File: src/bmh_pkg.sv
// bmh_pkg: constants and types for the two-wire master that talks to the battery monitor.
// assumes an external pull-up on both bus lines; the device answers as a slave only.
// How it works
// - host reads both bytes in one command
// - power-on flag written to zero in wd0 when the pointer is on status
// - check aux valid before reading aux results; not done here, nothing tests SC_AUX0_VALID or SC_AUX1_VALID
// - host makes clock, start and stop
// - data changes only while clock low
// - start falls, stop rises, repeated start allowed
// - receiver acks low across ninth pulse
// - nack leaves data released on ninth pulse
// - host stops and flags nack after missing acknowledge, no retry
// - eight bits msb first, then acknowledge
// - direction 0 writes, 1 reads
// - read is S,addr+W,ptr,Sr,addr+R,data,N,P
package bmh_pkg;
	// ************************************************
	// bus timing
	// ************************************************
	localparam int CLK_PERIOD_NS     = 8;
	localparam int SCL_PERIOD_NS     = 2500;
	localparam int QUARTER_NS        = SCL_PERIOD_NS / 4;
	localparam int QUARTER_CYC       = (QUARTER_NS + CLK_PERIOD_NS - 1) / CLK_PERIOD_NS;
	localparam int QCNT_W            = 8;
	// address of the device; value arbitrary
	localparam logic [6:0] DEV_ADDR  = 7'h2a;
	localparam logic RW_WRITE        = 1'b0;
	localparam logic RW_READ         = 1'b1;
	// ************************************************
	// device register map
	// ************************************************
	localparam logic [7:0] REG_STATUS_CONFIG = 8'h01;
	localparam logic [7:0] REG_AUX0_HIGH     = 8'h08;
	localparam logic [7:0] REG_AUX0_LOW      = 8'h09;
	localparam logic [7:0] REG_AUX1_HIGH     = 8'h0a;
	localparam logic [7:0] REG_AUX1_LOW      = 8'h0b;
	localparam logic [7:0] REG_VOLT_HIGH     = 8'h0c;
	localparam logic [7:0] REG_VOLT_LOW      = 8'h0d;
	localparam logic [7:0] REG_CURR_HIGH     = 8'h0e;
	localparam logic [7:0] REG_CURR_LOW      = 8'h0f;
	localparam logic [7:0] REG_CHARGE_HIGH   = 8'h10;
	localparam logic [7:0] REG_CHARGE_LOW    = 8'h11;
	localparam logic [7:0] REG_OFFSET_TRIM   = 8'h61;
	localparam logic [7:0] REG_ACC_TRIM      = 8'h62;
	localparam int SC_POWER_ON_FLAG  = 6;
	localparam int SC_SLEEP_ALLOW    = 5;
	localparam int SC_NEG_BLANK      = 4;
	localparam int SC_DIV_OFF        = 3;
	localparam int SC_AUX1_VALID     = 1;
	localparam int SC_AUX0_VALID     = 0;
	localparam logic [7:0] SC_WRITE_MASK = 8'h78;
	// ************************************************
	// host command registers
	// ************************************************
	localparam logic [3:0] HA_CTRL    = 4'h0;
	localparam logic [3:0] HA_POINTER = 4'h1;
	localparam logic [3:0] HA_WDATA0  = 4'h2;
	localparam logic [3:0] HA_WDATA1  = 4'h3;
	localparam logic [3:0] HA_STATUS  = 4'h4;
	localparam logic [3:0] HA_RDATA0  = 4'h5;
	localparam logic [3:0] HA_RDATA1  = 4'h6;
	localparam int CTRL_GO     = 0;
	localparam int CTRL_READ   = 1;
	localparam int CTRL_TWO    = 2;
	localparam int ST_BUSY     = 0;
	localparam int ST_NACK     = 1;
	localparam int ST_DONE     = 2;

	typedef enum {
		BM_IDLE, BM_START, BM_BIT, BM_ACK, BM_RSTART, BM_STOP
	} bmh_state_type;

	typedef struct packed {
		logic [3:0] addr;
		logic [7:0] wdata;
		logic       wr;
		logic       rd;
	} bmh_bus_type;

	typedef struct packed {
		logic scl_o;
		logic scl_oe;
		logic sda_o;
		logic sda_oe;
	} bmh_pins_type;
endpackage : bmh_pkg
File: src/bmh_master.sv
// bmh_master: two-wire bus master that reads and writes the battery monitor registers.
// assumes a plain register port from software and pull-ups on scl and sda.
`timescale 1ns/10ps
module bmh_master
	import bmh_pkg::*;
(
	input  wire logic         clk,
	input  wire logic         resetn,
	input  wire bmh_bus_type  bus,
	output logic [7:0]        rdata,
	input  wire logic         scl_i,
	input  wire logic         sda_i,
	output bmh_pins_type      pins,
	output logic              busy
);
	// ************************************************
	// state
	// ************************************************
	typedef struct packed {
		bmh_state_type st;
		logic [QCNT_W-1:0] qcnt;
		logic [1:0]  phase;
		logic [3:0]  bitn;
		logic [7:0]  sh;
		logic [1:0]  bytei;
		logic        rd_op;
		logic        two;
		logic        in_read;
		logic        busy;
		logic        nack;
		logic        done;
		logic [7:0]  ptr;
		logic [7:0]  wd0;
		logic [7:0]  wd1;
		logic [7:0]  rd0;
		logic [7:0]  rd1;
		logic [7:0]  rdata;
		logic        scl_low;
		logic        sda_low;
		logic [2:0]  sda_sync;
		logic        sda_s;
	} bmh_regs_type;

	bmh_regs_type r, nx;

	function automatic logic [7:0] host_read(input bmh_regs_type s, input logic [3:0] a);
		unique case (a)
			HA_POINTER: host_read = s.ptr;
			HA_WDATA0:  host_read = s.wd0;
			HA_WDATA1:  host_read = s.wd1;
			HA_STATUS:  host_read = {5'h00, s.done, s.nack, s.busy};
			HA_RDATA0:  host_read = s.rd0;
			HA_RDATA1:  host_read = s.rd1;
			default:    host_read = 8'h00;
		endcase
	endfunction : host_read

	// byte to send for current byte index
	function automatic logic [7:0] tx_byte(input bmh_regs_type s);
		if (s.bytei == 2'd0)
			tx_byte = {DEV_ADDR, s.in_read ? RW_READ : RW_WRITE};
		else if (s.bytei == 2'd1)
			tx_byte = s.ptr;
		else if (s.bytei == 2'd2)
			tx_byte = s.wd0;
		else
			tx_byte = s.wd1;
	endfunction : tx_byte

	logic last_q;
	logic sending;
	assign last_q  = (r.qcnt == QCNT_W'(QUARTER_CYC - 1));
	assign sending = !(r.in_read && r.bytei != 2'd0);

	// ************************************************
	// next state
	// ************************************************
	always_comb begin
		nx = r;
		nx.rdata = 8'h00;
		// sda sampled via three flops; change taken once last two agree
		nx.sda_sync = {r.sda_sync[1:0], sda_i};
		if (r.sda_sync[2] == r.sda_sync[1])
			nx.sda_s = r.sda_sync[2];
		if (bus.rd)
			nx.rdata = host_read(r, bus.addr);
		if (bus.wr && !r.busy) begin
			unique case (bus.addr)
				HA_POINTER: nx.ptr = bus.wdata;
				HA_WDATA0:  nx.wd0 = bus.wdata;
				HA_WDATA1:  nx.wd1 = bus.wdata;
				HA_CTRL: begin
					if (bus.wdata[CTRL_GO]) begin
						nx.st      = BM_START;
						nx.busy    = 1'b1;
						nx.done    = 1'b0;
						nx.nack    = 1'b0;
						nx.rd_op   = bus.wdata[CTRL_READ];
						nx.two     = bus.wdata[CTRL_TWO];
						nx.in_read = 1'b0;
						nx.bytei   = 2'd0;
						nx.qcnt    = '0;
						nx.phase   = 2'd0;
					end
				end
				default: ;
			endcase
		end
		if (r.st != BM_IDLE) begin
			nx.qcnt = last_q ? '0 : r.qcnt + 1'b1;
			if (last_q)
				nx.phase = r.phase + 2'd1;
		end
		// quarter phases: 0 scl low set data, 1 scl rises, 2 sample, 3 scl falls
		unique case (r.st)
			BM_IDLE: begin
				nx.scl_low = 1'b0;
				nx.sda_low = 1'b0;
			end
			BM_START, BM_RSTART: begin
				if (last_q) begin
					unique case (r.phase)
						2'd0: begin
							nx.sda_low = 1'b0;
							nx.scl_low = (r.st == BM_RSTART);
						end
						2'd1: nx.scl_low = 1'b0;
						2'd2: nx.sda_low = 1'b1;
						2'd3: begin
							nx.scl_low = 1'b1;
							nx.st      = BM_BIT;
							nx.bitn    = 4'd0;
							nx.sh      = {DEV_ADDR, (r.st == BM_RSTART) ? RW_READ : RW_WRITE};
						end
						default: ;
					endcase
				end
			end
			BM_BIT: begin
				if (last_q) begin
					unique case (r.phase)
						2'd0: nx.sda_low = sending ? !r.sh[7] : 1'b0;
						2'd1: nx.scl_low = 1'b0;
						2'd2: nx.sh = {r.sh[6:0], r.sda_s};
						2'd3: begin
							nx.scl_low = 1'b1;
							if (r.bitn == 4'd7)
								nx.st = BM_ACK;
							else
								nx.bitn = r.bitn + 4'd1;
						end
						default: ;
					endcase
				end
			end
			BM_ACK: begin
				if (last_q) begin
					unique case (r.phase)
						2'd0: begin
							// ack our received byte unless it is the last wanted
							if (sending)
								nx.sda_low = 1'b0;
							else if (r.bytei == 2'd1 && r.two)
								nx.sda_low = 1'b1;
							else
								nx.sda_low = 1'b0;
						end
						2'd1: nx.scl_low = 1'b0;
						2'd2: begin
							if (sending && r.sda_s)
								nx.nack = 1'b1;
							if (!sending && r.bytei == 2'd1)
								nx.rd0 = r.sh;
							if (!sending && r.bytei == 2'd2)
								nx.rd1 = r.sh;
						end
						2'd3: begin
							nx.scl_low = 1'b1;
							nx.bytei   = r.bytei + 2'd1;
							nx.bitn    = 4'd0;
							if (r.nack) begin
								nx.st = BM_STOP;
							end else if (r.rd_op && !r.in_read && r.bytei == 2'd1) begin
								nx.st      = BM_RSTART;
								nx.in_read = 1'b1;
								nx.bytei   = 2'd0;
							end else if (r.in_read && r.bytei != 2'd0 &&
							             !(r.bytei == 2'd1 && r.two)) begin
								nx.st = BM_STOP;
							end else if (!r.in_read && (r.bytei == 2'd3 ||
							             (r.bytei == 2'd2 && !r.two))) begin
								nx.st = BM_STOP;
							end else begin
								nx.st = BM_BIT;
								nx.sh = r.in_read ? 8'h00 : tx_byte(r);
								if (!r.in_read && r.bytei == 2'd0)
									nx.sh = r.ptr;
								// flag is write-to-zero: wd0 sent with the pointer on status has it cleared
								else if (!r.in_read && r.bytei == 2'd1 && r.ptr == REG_STATUS_CONFIG)
									nx.sh = r.wd0 & ~(8'h01 << SC_POWER_ON_FLAG);
								else if (!r.in_read && r.bytei == 2'd1)
									nx.sh = r.wd0;
								else if (!r.in_read && r.bytei == 2'd2)
									nx.sh = r.wd1;
							end
						end
						default: ;
					endcase
				end
			end
			BM_STOP: begin
				if (last_q) begin
					unique case (r.phase)
						2'd0: nx.sda_low = 1'b1;
						2'd1: nx.scl_low = 1'b0;
						2'd2: nx.sda_low = 1'b0;
						2'd3: begin
							nx.st   = BM_IDLE;
							nx.busy = 1'b0;
							nx.done = 1'b1;
						end
						default: ;
					endcase
				end
			end
			default: nx.st = BM_IDLE;
		endcase
	end

	// ************************************************
	// registers
	// ************************************************
	always_ff @(posedge clk or negedge resetn) begin
		if (!resetn) begin
			r <= '{st: BM_IDLE, sda_sync: 3'b111, sda_s: 1'b1, default: '0};
		end else begin
			r <= nx;
		end
	end

	// open-drain: only ever pull low, release for high
	assign pins.scl_o  = 1'b0;
	assign pins.scl_oe = r.scl_low;
	assign pins.sda_o  = 1'b0;
	assign pins.sda_oe = r.sda_low;
	assign rdata       = r.rdata;
	assign busy        = r.busy;
endmodule : bmh_master

File: config.mk
export PLATFORM = sky130hd
export DESIGN_NAME = bmh_master
export DESIGN_NICKNAME = d
export VERILOG_FILES = /design/src/bmh_pkg.sv /design/src/bmh_master.sv
export SDC_FILE = /design/constraint.sdc
export NUM_CORES = 1
export LEC_CHECK = 0
export ABC_AREA = 1
export BUFFER_PORTS_ARGS = -buffer_cell sky130_fd_sc_hd__buf_2
export CAP_MARGIN = 20
export CORE_MARGIN = 2
export CORE_UTILIZATION = 55
export CTS_CLUSTER_DIAMETER = 30
export DETAILED_ROUTE_END_ITERATION = 6
export PLACE_DENSITY = 0.8
export SYNTH_ARGS = -nofsm -noshare
export SYNTH_HDL_FRONTEND = slang
export SYNTH_SLANG_ARGS = --single-unit
File: constraint.sdc
create_clock -name clk -period 1.8 [get_ports clk]
set_clock_uncertainty 0.2 [all_clocks]
set_input_delay 0.09 -clock clk [delete_from_list [all_inputs] [get_ports clk]]
set_output_delay 0.09 -clock clk [all_outputs]
set_load 0.02 [all_outputs]
==> results_dict.tcl, run 1 <==
set metrics [dict create \
    crit_slowest_cell "dfrtp_1" \
    final_cells 1109 \
    gp_congestion 0.965 \
    final_common_cell "nand2_1" \
    finalHoldViolations 4 \
    grt_pass1_wl_mm 28.1 \
    path_cells "inv_2 > nor2_1 > nand2_4 > a21oi_4 > buf_6 > o21ai_4 > nor2_4 > inv_2 > nor2_4 > nand3_1 > nand2_1" \
    violations "hold timing, setup timing" \
    p_per_area_nw_per_um2 939 \
    yosysTopAreaCell "dfrtp_1" \
    holdWs_ps -41.3 \
    clk_latency_ps 530 \
    root_buffer "clkbuf_8" \
    synthCells 752 \
    r2r_slack_ps -270 \
    grt_usage 0.315 \
    fin_nets 986 \
    tritoncts "built" \
    dieArea_sq_um 11800 \
    yosys_warnings 0 \
    report.final.setup_viol 46 \
    synth_area_per_cell_sq_um 8.00 \
    crit_type "flip-flop to flip-flop" \
    antenna_found_initial 0 \
    h-tree-depth 4 \
    power.leakage_nw 4.36 \
    synth.ff_latch_count 116 \
    hpwl_mm 11.3 \
    max_freq_mhz 483 \
    worstRegToRegCells 11 \
    grt_max_degree 44 \
    drtAntennaViolNets 0 \
    fillCellCount 636 \
    cp-end-kind "flip-flop" \
    finalCriticalPeriod_ps 2070 \
    clock_path_buffers 2 \
    drv_cap 0 \
    drive_above_1_share 0.375 \
    grt_pass1_vias 5970 \
    yosysUniqueCellTypes 39 \
    drt-pass1-iter-count 5 \
    worstHoldPathType "input pin to flip-flop" \
    synth_top_area_frac 0.466 \
    cp-start-kind "flip-flop" \
    status "finished, violations left" \
    drt_wl_total_mm 18.7 \
    final_util 0.819 \
    rsz0062_at_grt "true" \
    seq_area_sq_um 2910 \
    pwr-share-clk 0.430 \
    max-slew-margin-rel 0.668 \
    hold_depth 5 \
    chipWidth_um 109 \
    dp.cells 1022 \
    max_stage_delay_ps 410 \
    wl_per_cell_um 16.9 \
    first_iter_violations 591 \
    p_sw_frac 0.288 \
    cp_data_arrival_time_ps 2340 \
    overflow 0 \
    tightest_slew_ps 496 \
    die_h_um 109 \
    vdd_drop_max_mv 0.968 \
    drc_errors 0 \
    syn_area_sq_um 6010 \
    yosysSeqAreaShare 0.484 \
    ios 31 \
    vias 6115 \
    seq_power_share 0.367 \
    finalWorstSetupSlack_ps -271 \
    worstPathMaxFanout 8 \
    vias_per_cell 5.51 \
    core.rowCount 38 \
    port_buffers 27 \
    clock_sinks 116 \
    area_growth_pct 46.4 \
    combPwrFrac 0.203 \
    internal_power_w 0.00589 \
    p_switching_w 0.00238 \
    slew_viol_final 0 \
    core-area_sq_um 10700 \
    cts_buffers 17 \
    clk_pin_slew_worst_paths_ps 60 \
    final_cell_mix "153 x nand2_1, 110 x dfrtp_1, 109 x buf_4" \
    synth_area_leaders "dfrtp_1 47%, nand2_1 12%, inv_1 5.6%" \
    fin_crit_sh 1.15 \
    antenna_cells 0 \
    multi_input_area_sq_um 3280 \
    initial_core_util 0.560 \
    crit_required_ps 2070 \
    setup_tns_ps -8110 \
]
## path summary, 6_finish.rpt
path / start / to
worst max-delay path: r[84] / r[63]
min in group asynchronous: resetn / r[37]
worst min-delay path: bus[11] / rdata[6]
max in group asynchronous: resetn / nx[2]
worst max register to register: r[84] / r[63]
worst min register to register: nx[2] / nx[3]
## metrics by stage
stage / hold slack, ps / total power, W / instance area [sq um] / worst slack [ps]
after floorplan: -406 / 0.00373 / 6220 / -78.7
after global placement: -170 / 0.00431 / 7130 / -191
after detailed placement: -161 / 0.00435 / 7130 / -268
after CTS: 22.4 / 0.00809 / 8230 / -155
after global routing: 27.9 / 0.00861 / 8800 / -426
final: -41.3 / 0.00827 / 8800 / -271
## what timing repair did
| item | in CTS | in global routing |
|---|---|---|
| cloned | 1 | 0 |
| endpoints found under the hold margin | 153 | 0 |
| resized for setup | 46 | 117 |
| pin swaps | 23 | 51 |
| setup buffers | 11 | 22 |
| endpoints found under the setup margin | 46 | 70 |
| hold buffers | 21 | 0 |
## flip-flops by register name, summed over array words and instances (netlist names)
name   cells
nx         2
pins       2
r        103
rdata      8
busy       1
## cells by family after synthesis
kind of cell | Yosys count | share of synthesized area
compound gates | 122 | 0.112
xor+xnor | 7 | 0.0102
fa+ha+maj | 13 | 0.0266
buf+inv | 121 | 0.0866
flops | 116 | 0.484
other cells | 1 | 0.000624
simple gates | 372 | 0.281
## cell type report
cell class              instances  share of cell area
multi-input cells             546               0.373
flip-flops and latches        116               0.331
repair buffers                175               0.160
clock buffers                  20              0.0517
inverters                     100              0.0446
clock inverters                12              0.0202
well taps                     140              0.0199
## layer usage
| layer | up-vias | routed length (um) | track usage |
|---|---|---|---|
| met4 | 0 | 801 | 0.152 |
| met3 | 84 | 1400 | 0.0820 |
| met2 | 294 | 9520 | 0.533 |
| met5 | - | 0 | 0 |
| met1 | 2931 | 7000 | 0.372 |
| li1 | 2806 | - | - |
## synthesized netlist by cell type
library cell	instances
nand3_1	64
xnor2_1	1
o21a_1	1
nand2_1	185
and2_1	1
nand4_4	4
inv_2	9
o211ai_1	2
inv_1	90
ha_1	12
buf_6	2
buf_4	12
buf_2	4
o22ai_1	11
a31oi_1	8
o21bai_1	1
a21oi_2	1
maj3_1	1
nand2_2	8
nor3_1	4
nand2_4	1
clkinv_2	1
o21ai_1	10
conb_1	1
a22oi_1	1
o21ai_0	61
dfstp_2	4
clkbuf_1	3
dfrtp_1	112
nand3_2	1
o21ai_2	1
a21oi_1	21
nor2_4	7
nor2_1	78
xor2_1	6
a32o_1	2
nand4_1	5
a221oi_1	2
nor2_2	14
## worst max-delay path, delay by kind of cell (launching register included)
kind                   cells  cell delay (ps)
AND/OR/NAND/NOR            6              870
AO/OA/AOI/OAI              2              260
flip-flops                 1              410
buffers and inverters      3              270
## power groups by stage
| stage | logic (W) | registers [W] | clock network, W |
|---|---|---|---|
| after global routing | 0.00183 | 0.00305 | 0.00372 |
| after global placement | 0.00126 | 0.00304 | 0 |
| final | 0.00167 | 0.00304 | 0.00356 |
| after CTS | 0.00149 | 0.00301 | 0.00359 |
| after detailed placement | 0.00130 | 0.00305 | 0 |
| after floorplan | 0.000734 | 0.00299 | 0 |
Note: power is estimated with default switching activity, not from simulation.
==> run 2, diff against run 1 <==
CORE_UTILIZATION = 40   (was 55)
PLACE_DENSITY = 0.62   (was 0.8)
==> run 2 against run 1 <==
Effect of this change:
- the run ends with setup timing left
- via count down 8.5%
- sequential share of layout area down 0.11 points
- first-iteration DRC count down 32%
- clock power up 6.2%
- total power up 2.6%
- die area up 36%
- critical path depth up 2
- fmax up 1.5%
- flip-flop and latch count unchanged
- utilization down 21 points
- cell area up 0.26%
- cell count up 2.6%
==> results_dict.tcl, run 2 (synthesis gave the netlist of run 1 again) <==
set metrics [dict create \
    violations "setup timing" \
    crit_type "flip-flop to flip-flop" \
    placed_area_sq_um 7200 \
    clk_pin_slew_worst_paths_ps 50 \
    core-area_sq_um 14600 \
    finalWorstSetupSlack_ps -240 \
    rsz0062_at_grt "true" \
    final_common_cell "nand2_1" \
    cp-end-kind "flip-flop" \
    cp_data_arrival_time_ps 2120 \
    antenna_found_initial 0 \
    chipWidth_um 127 \
    dieArea_sq_um 16000 \
    hpwl_mm 11.0 \
    grt_pass1_wl_mm 26.1 \
    max_stage_delay_ps 370 \
    first_iter_violations 404 \
    fin_nets 972 \
    status "finished, violations left" \
    r2r_slack_ps -240 \
    final_util 0.605 \
    drc_errors 0 \
    final_area_sq_um 8830 \
    place_ws_ps -215 \
    clk_latency_ps 430 \
    largest_register_ffs 103 \
    final_cell_mix "154 x nand2_1, 112 x dfrtp_1, 99 x buf_4" \
    clock_sinks 116 \
    grt_pass1_vias 5315 \
    port_buffers 27 \
    vdd_drop_max_mv 1.05 \
    area_growth_pct 46.8 \
    drive_above_1_share 0.370 \
    die_h_um 127 \
    rr_endpoint "r[85]" \
    overflow 0 \
    grt_max_degree 60 \
    power.leakage_nw 4.30 \
    crit_required_ps 1880 \
    rr_startpoint "r[76]" \
    path_cells "inv_1 > ha_2 > inv_2 > nor2_4 > nand4_4 > nor2_4 > buf_12 > buf_12 > inv_6 > o211ai_1 > nand3_1 > nand2_1 > nand3_2" \
    ios 31 \
    fin_crit_sh 1.13 \
    h-tree-depth 4 \
    p_per_area_nw_per_um2 962 \
    slew_viol_final 0 \
    cts_buffers 17 \
    tritoncts "built" \
    drt-pass1-iter-count 5 \
    cp_num_buf_inv 5 \
    cp-start-kind "flip-flop" \
    gp_congestion 0.929 \
    finalCriticalPeriod_ps 2040 \
    root_buffer "clkbuf_16" \
    finalHoldViolations 0 \
    drtAntennaViolNets 0 \
    vias_per_cell 4.92 \
    drt_wl_total_mm 16.3 \
    top_register "r" \
    cpLargestDelayFamily "simple AND/OR/NAND/NOR gates" \
    wl_per_cell_um 14.3 \
    grt_usage 0.207 \
    worstPathMaxFanout 6 \
    clock_path_buffers 2 \
    drv_cap 0 \
    report.final.setup_viol 42 \
    vias 5596 \
    initial_core_util 0.412 \
    worstRegToRegCells 13 \
    crit_slowest_cell "dfrtp_1" \
    core.rowCount 44 \
    max_freq_mhz 490 \
    antenna_cells 0 \
    worstHoldPathType "input pin to asynchronous set/reset pin" \
]
-- run 2: changes by cell type in the layout (fill, tap and decap cells not counted), sizes merged, moves of 3 or more --
cell,change
buf,-8
dlygate4sd3,-6
clkinv,-5
clkbuf,+3
-- run 2: worst max path at each step --
stage                       end  start  cells after the start  slack (ps)
after global routing      r[64]  r[60]                     12        -380
after global placement    r[66]  r[61]                     13        -160
final                     r[85]  r[76]                     13        -240
after CTS                 r[63]  r[93]                     10        -150
after detailed placement  r[66]  r[60]                     13        -220
after floorplan           r[14]  r[76]                     10         -80
-- run 2: where the power goes --
group | internal [W] | switching (W)
sequential | 0.00282 | 0.000203
clock | 0.00259 | 0.00118
combinational | 0.000722 | 0.000965
-- run 2: metrics by stage --
step                      instances  power [W]  hold WS, ps  setup TNS [ps]
after floorplan                 782    0.00373         -406           -1340
after global placement         1066    0.00433        -80.5           -3660
after detailed placement       1066    0.00434        -78.1           -5240
after CTS                      1114    0.00828         21.5           -3820
after global routing           1138    0.00887         54.2          -12200
final                          1138    0.00849         7.40           -6600
-- run 2: repair_timing --
action,CTS,global route
gates cloned,0,1
pin swaps,31,52
hold buffers,14,0
endpoints found under the setup margin,47,71
buffers inserted,4,23
endpoints found under the hold margin,151,0
resized for setup,64,102
-- run 2: layout make-up --
type	instances	area [sq um]
multi-input cells	546	3300
flip-flops and latches	116	2910
well taps	184	230
clock inverters	8	171
inverters	100	402
clock buffers	23	488
fillers	1198	5760
repair buffers	161	1320
-- run 2: routing by layer --
layer | part of all wire | track usage | routed length (um) | vias up
li1 | - | - | - | 2780
met4 | 0.022 | 0.0782 | 367 | 0
met2 | 0.49 | 0.334 | 7950 | 146
met1 | 0.44 | 0.268 | 7260 | 2637
met3 | 0.046 | 0.0540 | 748 | 33
met5 | 0 | 0 | 0 | -
-- run 2: worst reg2reg max path, cell delays in order, from the launching register on --
cell	delay, ps
dfrtp_1	370
inv_1	60
ha_2	170
inv_2	40
nor2_4	90
nand4_4	140
nor2_4	190
buf_12	140
buf_12	110
inv_6	30
o211ai_1	90
nand3_1	110
nand2_1	100
nand3_2	70
==> run 3, diff against run 2 <==
SETUP_SLACK_MARGIN = 0.1   (was not set)
==> run 3 against run 2 <==
Effect of this change:
- the flow still finishes with violations (setup timing)
- cell area fell by 2.0%
- clock power fell by 11%
- cell count is 0.35% higher
- sequential power about the same
- sequential share of layout area is 0.70 points higher
- count of clock-buffer cells in the layout fell by 2
- register-to-register slack gained 40 ps
- largest power group unchanged
- fmax is 2.1% higher
==> results_dict.tcl, run 3 (synthesis gave the netlist of run 1 again) <==
set metrics [dict create \
    tritoncts "built" \
    crit_required_ps 1900 \
    status "finished, violations left" \
    slew_viol_final 0 \
    hpwl_mm 11.2 \
    worstPathMaxFanout 5 \
    final_common_cell "nand2_1" \
    final_cell_mix "164 x nand2_1, 110 x dfrtp_1, 104 x buf_4" \
    rsz0062_at_grt "true" \
    cts_buffers 17 \
    gp_congestion 0.929 \
    ios 31 \
    drive_above_1_share 0.356 \
    overflow 0 \
    grt_max_degree 45 \
    clock_sinks 116 \
    port_buffers 27 \
    initial_core_util 0.412 \
    root_buffer "clkbuf_16" \
    setup_tns_ps -4280 \
    fin_nets 975 \
    vias_per_cell 4.90 \
    clk_latency_ps 420 \
    report.final.setup_viol 45 \
    top_register "r" \
    wl_per_cell_um 14.1 \
    area_growth_pct 43.8 \
    antenna_cells 0 \
    drt_wl_total_mm 16.1 \
    core-area_sq_um 14600 \
    cp-end-kind "flip-flop" \
    violations "setup timing" \
    finalHoldViolations 0 \
    placed_area_sq_um 7190 \
    cp-start-kind "flip-flop" \
    drc_errors 0 \
    drv_cap 0 \
    dieArea_sq_um 16000 \
    cp_data_arrival_time_ps 2100 \
    vias 5592 \
    antenna_found_initial 0 \
    p_per_area_nw_per_um2 917 \
    finalCriticalPeriod_ps 2000 \
    power.leakage_nw 4.28 \
    drt-pass1-iter-count 5 \
    die_h_um 127 \
    vdd_drop_max_mv 0.708 \
    clock_path_buffers 2 \
    drtAntennaViolNets 0 \
    h-tree-depth 4 \
    fin_crit_sh 1.11 \
    crit_type "flip-flop to flip-flop" \
    max_freq_mhz 500 \
    chipWidth_um 127 \
    largest_register_ffs 103 \
    grt_usage 0.210 \
    grt_pass1_wl_mm 26.4 \
    grt_pass1_vias 5465 \
    worstHoldPathType "input pin to flip-flop" \
    finalWorstSetupSlack_ps -199 \
    first_iter_violations 387 \
    core.rowCount 44 \
    clk_pin_slew_worst_paths_ps 60 \
    final_area_sq_um 8650 \
    final_util 0.593 \
]
==> run 3: changes by cell type in the layout (fill, tap and decap cells not counted), moves of 3 or more <==
| cell | previous run | this run |
|---|---|---|
| nand2_2 | 30 | 19 |
| nand2_1 | 154 | 164 |
| o21ai_1 | 14 | 22 |
| o21ai_2 | 14 | 8 |
| buf_12 | 7 | 2 |
| buf_4 | 99 | 104 |
| buf_6 | 15 | 18 |
| bufinv_16 | 5 | 2 |
==> run 3: metal layers <==
metal  share of wire  GRT usage  vias up
met4           0.032     0.0905        0
met1            0.45      0.264     2634
met2            0.48      0.344      138
met5               0          0        -
li1                -          -     2777
met3           0.044     0.0519       43
==> run 3: path summary, 6_finish.rpt <==
check,start,endpoint,slack (ps),depth (start not counted)
hold / removal,bus[10],rdata[4],20,5
hold reg to reg,nx[2],nx[3],150,0
setup reg to reg,r[76],r[60],-200,13
max in group asynchronous,resetn,nx[3],340,4
setup / recovery,r[76],r[60],-200,13
min in group asynchronous,resetn,r[44],460,3
==> run 3: metrics by stage <==
step                total power [W]  cells  setup WS (ps)  hold slack (ps)
finish                      0.00793   1142           -199             18.6
global route                0.00829   1142           -325             36.2
detailed placement          0.00434   1067           -220             -179
floorplan                   0.00373    782          -78.7             -406
global placement            0.00433   1067           -198             -177
CTS                         0.00784   1126           -149             1.15
==> run 3: final cells by class <==
| class | count | area (sq um) |
|---|---|---|
| repair buffers | 164 | 1290 |
| clock buffers | 21 | 460 |
| inverters | 100 | 392 |
| flip-flops and latches | 116 | 2910 |
| fillers | 1263 | 5940 |
| well taps | 184 | 230 |
| multi-input cells | 546 | 3240 |
| clock inverters | 11 | 128 |
==> run 3: worst max-delay path: stages (launching register included) <==
cell and delay (ps):
dfrtp_1 370, inv_1 60, ha_2 160, inv_2 40, nor2_4 80, nand4_4 140
nor2_4 220, buf_4 150, buf_6 90, nand3_4 80, inv_4 90, nor2_2 50
nor2_1 100, a21oi_1 50
==> run 3: what timing repair did <==
| item | CTS | global route |
|---|---|---|
| gates resized for setup | 63 | 80 |
| hold buffers | 14 | 1 |
| gates cloned | 0 | 1 |
| setup endpoints to repair | 47 | 91 |
| setup buffers | 13 | 16 |
| hold endpoints to repair | 151 | 21 |
| pin swaps | 33 | 46 |
==> run 3: power by group <==
part | switching (W) | internal [W]
combinational | 0.000884 | 0.000660
sequential | 0.000199 | 0.00282
clock | 0.00125 | 0.00211
